===== config.mk =====
export PLATFORM = sky130hd
export DESIGN_NAME = dbgdec_top
export DESIGN_NICKNAME = d
export VERILOG_FILES = /design/src/dbgdec_pkg.sv /design/src/dbgdec_top.sv
export SDC_FILE = /design/constraint.sdc
export NUM_CORES = 1
export LEC_CHECK = 0
export BUFFER_PORTS_ARGS = -buffer_cell sky130_fd_sc_hd__buf_2
export CORE_UTILIZATION = 45
export DETAILED_ROUTE_END_ITERATION = 10
export PLACE_DENSITY = 0.74
export SYNTH_ARGS = -nofsm -noshare
export SYNTH_HDL_FRONTEND = slang
export SYNTH_HIERARCHICAL = 1
export SYNTH_SLANG_ARGS = --single-unit

===== constraint.sdc =====
create_clock -name MCLK -period 2.9 [get_ports MCLK]
set_input_delay 0.58 -clock MCLK [delete_from_list [all_inputs] [get_ports MCLK]]
set_output_delay 0.58 -clock MCLK [all_outputs]
set_load 0.01 [all_outputs]

===== src/dbgdec_pkg.sv =====
`timescale 1ns/1ps

package dbgdec_pkg;

   // fixed base of the debug access interface in the system map
   localparam logic [31:0] DAI_BASE        = 32'hf000_0000;

   // clock and target watchdog timing
   localparam int          CLK_PERIOD_NS   = 10;
   localparam int          TGT_TIMEOUT_NS  = 10000;
   localparam logic [9:0]  TGT_TIMEOUT_CYC = 10'(TGT_TIMEOUT_NS / CLK_PERIOD_NS);

   // decoded address windows, one matcher each
   localparam int RG_SYS_ROM    = 0;
   localparam int RG_SYS_FUNNEL = 1;
   localparam int RG_SYS_CTI    = 2;
   localparam int RG_APB_EXP    = 3;
   localparam int RG_CORE_ROM   = 4;
   localparam int RG_CORE_PWR   = 5;
   localparam int RG_CERT       = 6;
   localparam int RG_AP_SYS     = 7;
   localparam int RG_AP_CPU0    = 8;
   localparam int RG_AP_CPU1    = 9;
   localparam int REGION_COUNT  = 10;

   // window bounds; the access port windows are offsets above the base
   localparam logic [31:0] REGION_BASE [REGION_COUNT] = '{
      32'hf000_0000, 32'hf000_1000, 32'hf000_2000, 32'hf008_0000, 32'hf000_8000,
      32'hf000_9000, 32'h3000_0000, 32'h0000_0000, 32'h0000_0100, 32'h0000_0200};
   localparam logic [31:0] REGION_LAST [REGION_COUNT] = '{
      32'hf000_0fff, 32'hf000_10ff, 32'hf000_2fff, 32'hf00f_ffff, 32'hf000_8fff,
      32'hf000_9fff, 32'h3000_1fff, 32'h0000_00ff, 32'h0000_01ff, 32'h0000_02ff};

   // one-hot target select positions
   localparam int T_SYS_ROM     = 0;
   localparam int T_SYS_FUNNEL  = 1;
   localparam int T_SYS_CTI     = 2;
   localparam int T_APB_EXP     = 3;
   localparam int T_CORE0_ROM   = 4;
   localparam int T_CORE0_PWR   = 5;
   localparam int T_CERT_WINDOW = 6;
   localparam int T_CORE0_MEM   = 7;
   localparam int T_CORE1_ROM   = 8;
   localparam int T_CORE1_PWR   = 9;
   localparam int T_CORE1_MEM   = 10;
   localparam int TGT_COUNT     = 11;

   // transaction phases
   typedef enum logic [1:0] {
      PH_IDLE,
      PH_ACCESS
   } dbgdec_phase_e;

   // request from the debug port master
   typedef struct packed {
      logic [31:0] ap_addr;
      logic [31:0] addr;
      logic        write;
      logic [31:0] wdata;
   } dbgdec_req_s;

   // request forwarded to a target
   typedef struct packed {
      logic [31:0] addr;
      logic        write;
      logic [31:0] wdata;
   } dbgdec_xfer_s;

   // whole state of the decoder
   typedef struct packed {
      dbgdec_phase_e          phase;
      logic [TGT_COUNT-1:0]   sel;
      dbgdec_xfer_s           xfer;
      logic                   mask_read;
      logic                   done;
      logic                   error;
      logic [31:0]            rdata;
      logic [9:0]             wait_cnt;
   } dbgdec_state_s;

   localparam dbgdec_state_s STATE_RESET = '0;

endpackage : dbgdec_pkg

module dbgdec_match #(
   parameter logic [31:0] BASE = 32'h0000_0000,
   parameter logic [31:0] LAST = 32'h0000_0000
) (
   // address under test
   input  wire logic [31:0] addr,
   // inside the window
   output logic             hit
);

   // inclusive bounds compare
   assign hit = (addr >= BASE) && (addr <= LAST);

endmodule : dbgdec_match


===== src/dbgdec_top.sv =====
`timescale 1ns/1ps

// Function
// - access interface sits at fixed system base
// - offsets 0x000-0x0ff pick system port
// - offsets 0x100-0x1ff pick core0 port
// - 0x200-0x2ff core1 port, above reserved
// - system port reaches debug subsystem components
// - system rom table at f000_0000, 4KB
// - trace funnel at f000_1000, 256 bytes
// - cross trigger at f000_2000 to 2fff
// - 512KB expansion window forwarded to apb
// - core0 port serves debug and certification
// - certification disable level picks core0 map
// - 8KB certificate window at 3000_0000 when enabled
// - window writes accepted, reads zero unless enabled
// - certificate window goes straight to sram
// - core0 rom table and power requester decoded
// - disabled map passes all else to memory
// - core1 rom table and power requester decoded
// - other core1 addresses go to memory
module dbgdec_top (
   // clock and reset
   input  wire logic                              MCLK,
   input  wire logic                              RESETN,
   // debug port master request
   input  wire logic                              DAP_REQ,
   input  wire dbgdec_pkg::dbgdec_req_s           DAP_XFER,
   output logic                                   DAP_READY,
   // debug port master answer
   output logic                                   DAP_DONE,
   output logic                                   DAP_ERROR,
   output logic [31:0]                            DAP_RDATA,
   // certification straps
   input  wire logic                              CERTIFICATION_DISABLE,
   input  wire logic                              CERTIFICATE_READ_ENABLE,
   // target side
   output logic                                   TGT_REQ,
   output logic [dbgdec_pkg::TGT_COUNT-1:0]       TGT_SEL,
   output dbgdec_pkg::dbgdec_xfer_s               TGT_XFER,
   input  wire logic                              TGT_ACK,
   input  wire logic                              TGT_ERR,
   input  wire logic [31:0]                       TGT_RDATA
);

   dbgdec_pkg::dbgdec_state_s                state;
   dbgdec_pkg::dbgdec_state_s                next_state;
   logic [dbgdec_pkg::REGION_COUNT-1:0]      hit;
   logic [31:0]                              ap_offset;
   logic                                     base_ok;
   logic [dbgdec_pkg::TGT_COUNT-1:0]         decode_sel;

   // access port offset is the low half above the fixed base
   assign base_ok   = (DAP_XFER.ap_addr[31:16] == dbgdec_pkg::DAI_BASE[31:16]);
   assign ap_offset = {16'h0000, DAP_XFER.ap_addr[15:0]};

   // one window matcher per decoded region
   for (genvar g = 0; g < dbgdec_pkg::REGION_COUNT; g++)
   begin : g_match
      dbgdec_match #(
         .BASE (dbgdec_pkg::REGION_BASE[g]),
         .LAST (dbgdec_pkg::REGION_LAST[g])
      ) u_match (
         .addr (g >= dbgdec_pkg::RG_AP_SYS ? ap_offset : DAP_XFER.addr),
         .hit  (hit[g])
      );
   end

   // target decode of the presented request
   always_comb
   begin
      decode_sel = '0;
      if (!base_ok)
      begin
         decode_sel = '0;
      end
      else if (hit[dbgdec_pkg::RG_AP_SYS])
      begin
         // system port map of debug components
         if (hit[dbgdec_pkg::RG_SYS_ROM])
         begin
            decode_sel[dbgdec_pkg::T_SYS_ROM] = 1'b1;
         end
         else if (hit[dbgdec_pkg::RG_SYS_FUNNEL])
         begin
            decode_sel[dbgdec_pkg::T_SYS_FUNNEL] = 1'b1;
         end
         else if (hit[dbgdec_pkg::RG_SYS_CTI])
         begin
            decode_sel[dbgdec_pkg::T_SYS_CTI] = 1'b1;
         end
         else if (hit[dbgdec_pkg::RG_APB_EXP])
         begin
            decode_sel[dbgdec_pkg::T_APB_EXP] = 1'b1;
         end
      end
      else if (hit[dbgdec_pkg::RG_AP_CPU0])
      begin
         // map chosen by the strap level
         if (!CERTIFICATION_DISABLE && hit[dbgdec_pkg::RG_CERT])
         begin
            decode_sel[dbgdec_pkg::T_CERT_WINDOW] = 1'b1;
         end
         else if (hit[dbgdec_pkg::RG_CORE_ROM])
         begin
            decode_sel[dbgdec_pkg::T_CORE0_ROM] = 1'b1;
         end
         else if (hit[dbgdec_pkg::RG_CORE_PWR])
         begin
            decode_sel[dbgdec_pkg::T_CORE0_PWR] = 1'b1;
         end
         else
         begin
            decode_sel[dbgdec_pkg::T_CORE0_MEM] = 1'b1;
         end
      end
      else if (hit[dbgdec_pkg::RG_AP_CPU1])
      begin
         if (hit[dbgdec_pkg::RG_CORE_ROM])
         begin
            decode_sel[dbgdec_pkg::T_CORE1_ROM] = 1'b1;
         end
         else if (hit[dbgdec_pkg::RG_CORE_PWR])
         begin
            decode_sel[dbgdec_pkg::T_CORE1_PWR] = 1'b1;
         end
         else
         begin
            decode_sel[dbgdec_pkg::T_CORE1_MEM] = 1'b1;
         end
      end
   end

   // next state of the transaction sequencer
   always_comb
   begin
      next_state      = state;
      next_state.done = 1'b0;
      case (state.phase)
         dbgdec_pkg::PH_IDLE:
         begin
            if (DAP_REQ)
            begin
               next_state.xfer.addr  = DAP_XFER.addr;
               next_state.xfer.write = DAP_XFER.write;
               next_state.xfer.wdata = DAP_XFER.wdata;
               next_state.wait_cnt   = '0;
               // strap levels captured once per transaction
               next_state.mask_read  = decode_sel[dbgdec_pkg::T_CERT_WINDOW]
                                       && !CERTIFICATE_READ_ENABLE
                                       && !DAP_XFER.write;
               if (decode_sel == '0)
               begin
                  // reserved: answer at once, nothing forwarded
                  next_state.sel   = '0;
                  next_state.done  = 1'b1;
                  next_state.error = 1'b1;
                  next_state.rdata = 32'h0000_0000;
               end
               else
               begin
                  next_state.sel   = decode_sel;
                  next_state.phase = dbgdec_pkg::PH_ACCESS;
               end
            end
         end
         dbgdec_pkg::PH_ACCESS:
         begin
            if (TGT_ACK)
            begin
               next_state.phase = dbgdec_pkg::PH_IDLE;
               next_state.sel   = '0;
               next_state.done  = 1'b1;
               next_state.error = TGT_ERR;
               // masked certificate reads return zero
               next_state.rdata = state.mask_read ? 32'h0000_0000 : TGT_RDATA;
            end
            else if (state.wait_cnt == dbgdec_pkg::TGT_TIMEOUT_CYC - 10'd1)
            begin
               // silent target: give up with an error
               next_state.phase = dbgdec_pkg::PH_IDLE;
               next_state.sel   = '0;
               next_state.done  = 1'b1;
               next_state.error = 1'b1;
               next_state.rdata = 32'h0000_0000;
            end
            else
            begin
               next_state.wait_cnt = state.wait_cnt + 10'd1;
            end
         end
         default:
         begin
            next_state = dbgdec_pkg::STATE_RESET;
         end
      endcase
   end

   // state register
   always_ff @(posedge MCLK or negedge RESETN)
   begin
      if (!RESETN)
      begin
         state <= dbgdec_pkg::STATE_RESET;
      end
      else
      begin
         state <= next_state;
      end
   end

   // outputs from state
   assign DAP_READY = (state.phase == dbgdec_pkg::PH_IDLE);
   assign DAP_DONE  = state.done;
   assign DAP_ERROR = state.error;
   assign DAP_RDATA = state.rdata;
   assign TGT_REQ   = (state.phase == dbgdec_pkg::PH_ACCESS);
   assign TGT_SEL   = state.sel;
   assign TGT_XFER  = state.xfer;

endmodule : dbgdec_top


# [Yosys cells after proc, flatten, opt, wreduce, memory -nomap -nowiden]
# Index checks and enable logic that the tools add are counted.
[classes] add_sub_neg=1 n_mux=36 eq_ne=9 bitwise=1 magnitude_cmp=20 n_reduce_logical=23
[op_table] operator="$ge A32 B32 Y1 const B" count=6
[op_table] operator="$le A32 B32 Y1 const B" count=6
[op_table] operator="$pmux W66 S2" count=1
[op_table] operator="$mux W123" count=1
[op_table] operator="$mux W34" count=3
[op_table] operator="$pmux W44 S2" count=1
[op_table] operator="$ge A32 B30 Y1 const B" count=1
[op_table] operator="$le A32 B30 Y1 const B" count=1
[op_table] operator="$mux W32" count=1
[op_table] operator="$mux W13" count=2
[op_table] operator="$pmux W13 S2" count=1
[op_table] operator="$mux W11" count=2
[op_table] operator="$mux W10" count=2
[op_table] operator="$eq A16 B16 Y1 const B" count=1
[op_table] operator="$ge A16 B1 Y1 const B" count=1
[op_table] operator="$ge A16 B10 Y1 const B" count=1
[op_table] operator="$ge A16 B9 Y1 const B" count=1
[op_table] operator="$le A16 B10 Y1 const B" count=1
[op_table] operator="$le A16 B8 Y1 const B" count=1
[op_table] operator="$le A16 B9 Y1 const B" count=1
[op_table] operator="$logic_and A1 B1 Y1" count=13
[op_table] operator="$mux W1" count=12
[op_table] operator="$logic_not A11 Y1" count=1
[op_table] operator="$add A10 B1 Y10 const B" count=1
[op_table] operator="other kinds (14)" count=28
[word_totals] output_inout_bits=112 inputBits=136 ff_bits=123 wordCells=100

# [Longest topological paths before layout]
[logic_depth] depth_word=12 ltp_mapped=8 ltp_nobuf=7

# [Modules after synthesis]
# Netlist, hierarchy kept.
[by_module_without_submodules] mod="dbgdec_top" area_each_um2=6100.9 n_inst=1 seq_area_each_um2=3052.9 cells_each=652
[by_module_without_submodules] mod="dbgdec_match at g_match[1].u_match ..." area_each_um2=78.8 n_inst=3 seq_area_each_um2=0.0 cells_each=9
[by_module_without_submodules] mod="dbgdec_match at g_match[6].u_match" area_each_um2=68.8 n_inst=1 seq_area_each_um2=0.0 cells_each=6
[by_module_without_submodules] mod="dbgdec_match at g_match[5].u_match" area_each_um2=67.6 n_inst=1 seq_area_each_um2=0.0 cells_each=9
[by_module_without_submodules] mod="dbgdec_match at g_match[0].u_match" area_each_um2=66.3 n_inst=1 seq_area_each_um2=0.0 cells_each=8
[by_module_without_submodules] mod="dbgdec_match at g_match[4].u_match" area_each_um2=61.3 n_inst=1 seq_area_each_um2=0.0 cells_each=7
[by_module_without_submodules] mod="dbgdec_match at g_match[2].u_match" area_each_um2=57.6 n_inst=1 seq_area_each_um2=0.0 cells_each=7
[by_module_without_submodules] mod="dbgdec_match at g_match[7].u_match" area_each_um2=57.6 n_inst=1 seq_area_each_um2=0.0 cells_each=9
[by_module_without_submodules] mod="dbgdec_match at g_match[3].u_match" area_each_um2=41.3 n_inst=1 seq_area_each_um2=0.0 cells_each=5

# [Least setup slack after synthesis]
# No wires, ideal clock.
[synth_timing] path_kind="in2reg" from="input port DAP_XFER[48] in the netlist's numbering" to="register state (netlist bit DAP_ERROR)" arrival_time_ps=2266 t_required_ps=2774 path_buffers=0 setup_time_ps=126 path_slack_ps=508 path_stages=6 cell_sequence="or4b_1 nor4_2 nor3_1 a211oi_2 a21oi_2 o32a_1"
[synth_between] word_cells_on_any_way=47 classes_between="order compare: 14; eq/ne: 1; mux: 22; reduce/logical: 10"
[synth_rtl] item="start, declared" line="dbgdec_top.sv:28" rtl="input wire dbgdec_pkg::dbgdec_req_s DAP_XFER,"
[synth_rtl] item="$ge A32 B32 Y1 / $le A32 B32 Y1 (equally long branches)" line="dbgdec_pkg.sv:96" rtl="assign hit = (addr >= BASE) && (addr <= LAST);"
[synth_rtl] item="$logic_and A1 B1 Y1 *" line="dbgdec_pkg.sv:96"
[synth_rtl] item="via hit (one bit)" line="dbgdec_top.sv:48" rtl="logic [dbgdec_pkg::REGION_COUNT-1:0] hit;"
[synth_rtl] item="$mux W1" line="dbgdec_top.sv:88" rtl="else if (hit[dbgdec_pkg::RG_SYS_CTI])"
[synth_rtl] item="$mux W2 *" line="dbgdec_top.sv:84" rtl="else if (hit[dbgdec_pkg::RG_SYS_FUNNEL])"
[synth_rtl] item="$mux W3 *" line="dbgdec_top.sv:80" rtl="if (hit[dbgdec_pkg::RG_SYS_ROM])"
[synth_rtl] item="$mux W4 *" line="dbgdec_top.sv:77" rtl="else if (hit[dbgdec_pkg::RG_AP_SYS])"
[synth_rtl] item="$mux W11 *" line="dbgdec_top.sv:73" rtl="if (!base_ok)"
[synth_rtl] item="$logic_not A11 Y1 *" line="dbgdec_top.sv:152" rtl="if (decode_sel == '0)"
[synth_rtl] item="$ne A2 B1 Y1 (no source line) *"
[synth_rtl] item="$reduce_and A3 Y1 (no source line) *"
[synth_rtl] item="end signal, assigned" line="dbgdec_top.sv:204" rtl="state <= dbgdec_pkg::STATE_RESET;"
[synth_rtl] item="end signal, assigned" line="dbgdec_top.sv:208" rtl="state <= next_state;"
[synth_rtl] item="end, declared" line="dbgdec_top.sv:46" rtl="dbgdec_pkg::dbgdec_state_s state;"
# The timed path passes the listed nets; every way through them passes the cells marked *.
# A chain may end at the register's enable or synchronous reset.

# [Worst setup path after layout]
[layout_timing] from="input port DAP_XFER[48] in the netlist's numbering" to="register state (netlist bit DAP_RDATA[29])"
# Same word-level chain as after synthesis.

==> metrics.yaml <==
outcome:
  run_status: "completed"
detailed_routing:
  drt_first_iter_violations: 246
  ant_nets: 0
  vias_per_cell: 4.92
  vias: 5491
  wire_per_inst_um: 14.1
  wirelength_um: 15800
  drc: 0
  drt-pass1-iter-count: 4
synth:
  ys.flop_type: "dfrtp_1"
  async_reset_ff_frac: 1.00
  ys_ff_latch: 122
  synth_area_um2: 6760
  synth_top_area_frac: 0.452
  yosysTopAreaCell: "dfrtp_1"
  synth.yosys.warnings: 6
  synth_edf_count: 0
  ys_seq_area_frac: 0.452
  yosysUniqueCellTypes: 59
  syn_inst: 730
  synth_area_leaders: "dfrtp_1 45%, nand2_1 14%, buf_4 12%, o31ai_2 5.6%, nor4_2 3.1%"
  synth_area_per_cell_um2: 9.26
timing:
  slew_viol_final: 0
  rsz0062_at_grt: "false"
  fin_crit_sh: 0.847
  layout_setup_ws_ns: 0.443
  min_period_ns: 2.46
  timing.slew.headroom: 0.603
  setup_viol: 0
  finalClockSkew_ns: 0.00889
  worst_pin_slew_ns: 0.596
  tns_ns: 0
  fmax_ghz: 0.407
  hold_viol: 0
critical_path:
  crit_path_cell_trace: "buf_2, or4b_1, nor4_2, nor3_1, a211oi_2, a21oi_4, buf_4, o31ai_2"
  arrival_ns: 2.77
  crit_fanout: 13
  worstPathRequired_ns: 3.21
  rr_startpoint: "state[121]"
  endpoint_kind: "flop"
  crit_path_top_delay_cell: "or4b_1"
  max_stage_delay_ns: 0.53
  cp-startpoint: "DAP_XFER[48]"
  cp_num_buf_inv: 2
  worstSetupStartpointType: "input port"
  path_class: "in -> reg"
  cp_top_family: "simple AND/OR/NAND/NOR gates"
power:
  vdd_drop_max_v: 0.000342
  power.density_nw_per_um2: 542
  power_leakage_nw: 4.16
global_routing:
  grt_pass1_wl_um: 26400
  grtUsageMet1: 0.274
  grt_pass1_vias: 5405
  track_usage: 0.211
  met2_usage: 0.338
  use_met3: 0.0550
  antenna_found_initial: 1
  grt_start_max_net_pins: 65
  grt-ovfl-total: 0
  grt.busiest_layer: "met2"
final_layout:
  area_growth_pct: 21.2
  fillers: 1323
  fin_nets: 1054
  regArea_um2: 3050
  multi_input_area_um2: 2800
  drive_above_1_share: 0.386
die:
  die-area_um2: 15500
  start_util: 0.463
  die_h_um: 125
  io_pins: 248
  fp.dieW_um: 125
  core_area_um2: 14600
  rows: 44
clock_network:
  cts_buffers: 17
  postCtsSetupBuffers: 0
  hold_buffers: 0
  cts.sinks: 122
  clk_latency_ns: 0.41
  cts.clk_slew.worst_paths_ns: 0.06
  cts_resized: 0
  cts_tree: "yes"
  htree_levels: 4
  cts_root_buffer: "clkbuf_16"
  cts_buffer_depth: 2
hold_path:
  hold_class: "in -> async"
placement:
  port_buffers: 239
  dp_slack_ns: 0.0266
  gp_congestion: 0.815
  hpwl_um: 11300
job:
  drv_cap: 0
[final cells by class]
| cell class | instances | share of cell area |
|---|---|---|
| well taps | 184 | 0.0281 |
| multi-input cells | 484 | 0.342 |
| inverters | 35 | 0.0160 |
| clock inverters | 15 | 0.0215 |
| flip-flops and latches | 122 | 0.373 |
| repair buffers | 257 | 0.167 |
| diodes | 1 | 0.000306 |
| clock buffers | 17 | 0.0519 |
[sequential cells by signal, summed over array words and instances, names as in the netlist]
signal / count
TGT_XFER: 65
DAP_RDATA: 32
state: 12
TGT_SEL: 11
DAP_DONE: 1
DAP_ERROR: 1
[path summary, 6_finish.rpt]
| path | slack, ns | to | depth (start not counted) |
|---|---|---|---|
| worst max-delay path | 0.44 | DAP_RDATA[29] | 8 |
| worst min-delay path | 0.19 | TGT_XFER[59] | 1 |
| worst max register to register | 0.81 | state[8] | 4 |
| worst min register to register | 0.47 | TGT_XFER[39] | 2 |
| max in group asynchronous | 1.95 | state[121] | 2 |
| min in group MCLK | 0.35 | TGT_XFER[36] | 3 |
[cells in the final DEF, fill, tap and decap left out, types with 3 or more instances in the layout]
cell	netlist	layout
nor3_1	8	8
nor2b_1	5	4
conb_1	1	48
buf_12	0	3
bufinv_16	0	3
nand3_1	8	8
or4_1	4	4
o31ai_2	30	30
nand4b_1	5	5
nor4_1	22	22
buf_2	6	238
clkinvlp_4	0	3
xnor2_1	4	4
nor4b_1	6	6
inv_1	34	34
dfrtp_1	122	122
clkbuf_16	0	17
a22o_1	5	5
clkinv_4	0	4
nor2_1	12	11
nand4_1	6	6
a32o_1	7	7
clkinv_2	0	4
nand2_1	247	247
buf_4	108	16
nor4_2	17	17
nor4b_2	5	5
[worst register-to-register path: cells and delay by family (launching register included)]
family	cells	cell delay (ns)
buffers and inverters	1	0.59
flip-flops	1	0.67
multiplexers	1	0.14
AND/OR/NAND/NOR	2	0.62
[cell families after synthesis]
kind of cell	Yosys count	synth area share
fa+ha+maj	1	0.00185
flops	122	0.452
mux	1	0.00148
compound gates	59	0.0942
buf+inv	171	0.164
simple gates	371	0.281
other cells	1	0.000555
xor+xnor	4	0.00518
[stage by stage]
step                       util  std cells  hold WS [ns]  cell area (um^2)  power (mW)
after global routing      0.561       1115         0.210              8190        4.64
after global placement    0.520       1082         0.452              7580        2.33
final                     0.561       1115         0.186              8190        4.44
after detailed placement  0.520       1082         0.456              7580        2.34
after floorplan               -        777         0.284              6930        2.16
after CTS                 0.561       1114         0.176              8190        4.49
[per-layer routing]
layer | wire, um | up-vias | part of all wire
met1 | 6890 | 2570 | 0.44
met5 | 0 | - | 0
met4 | 318 | 0 | 0.020
li1 | - | 2687 | -
met3 | 1070 | 25 | 0.068
met2 | 7470 | 209 | 0.47
[synthesized netlist by cell type (6+ instances only)]
| library cell | number |
|---|---|
| a32o_1 | 7 |
| buf_2 | 6 |
| buf_4 | 108 |
| buf_6 | 7 |
| clkbuf_1 | 15 |
| dfrtp_1 | 122 |
| inv_1 | 34 |
| nand2_1 | 247 |
| nand3_1 | 8 |
| nand4_1 | 6 |
| nor2_1 | 12 |
| nor3_1 | 8 |
| nor4_1 | 22 |
| nor4_2 | 17 |
| nor4b_1 | 6 |
| o31ai_2 | 30 |
[where the power goes]
group          internal [mW]  switching [mW]
Clock                   1.35           0.777
Combinational          0.192           0.292
Sequential              1.78          0.0427
Total                   3.33            1.11
(Power assumes the default switching activity.)
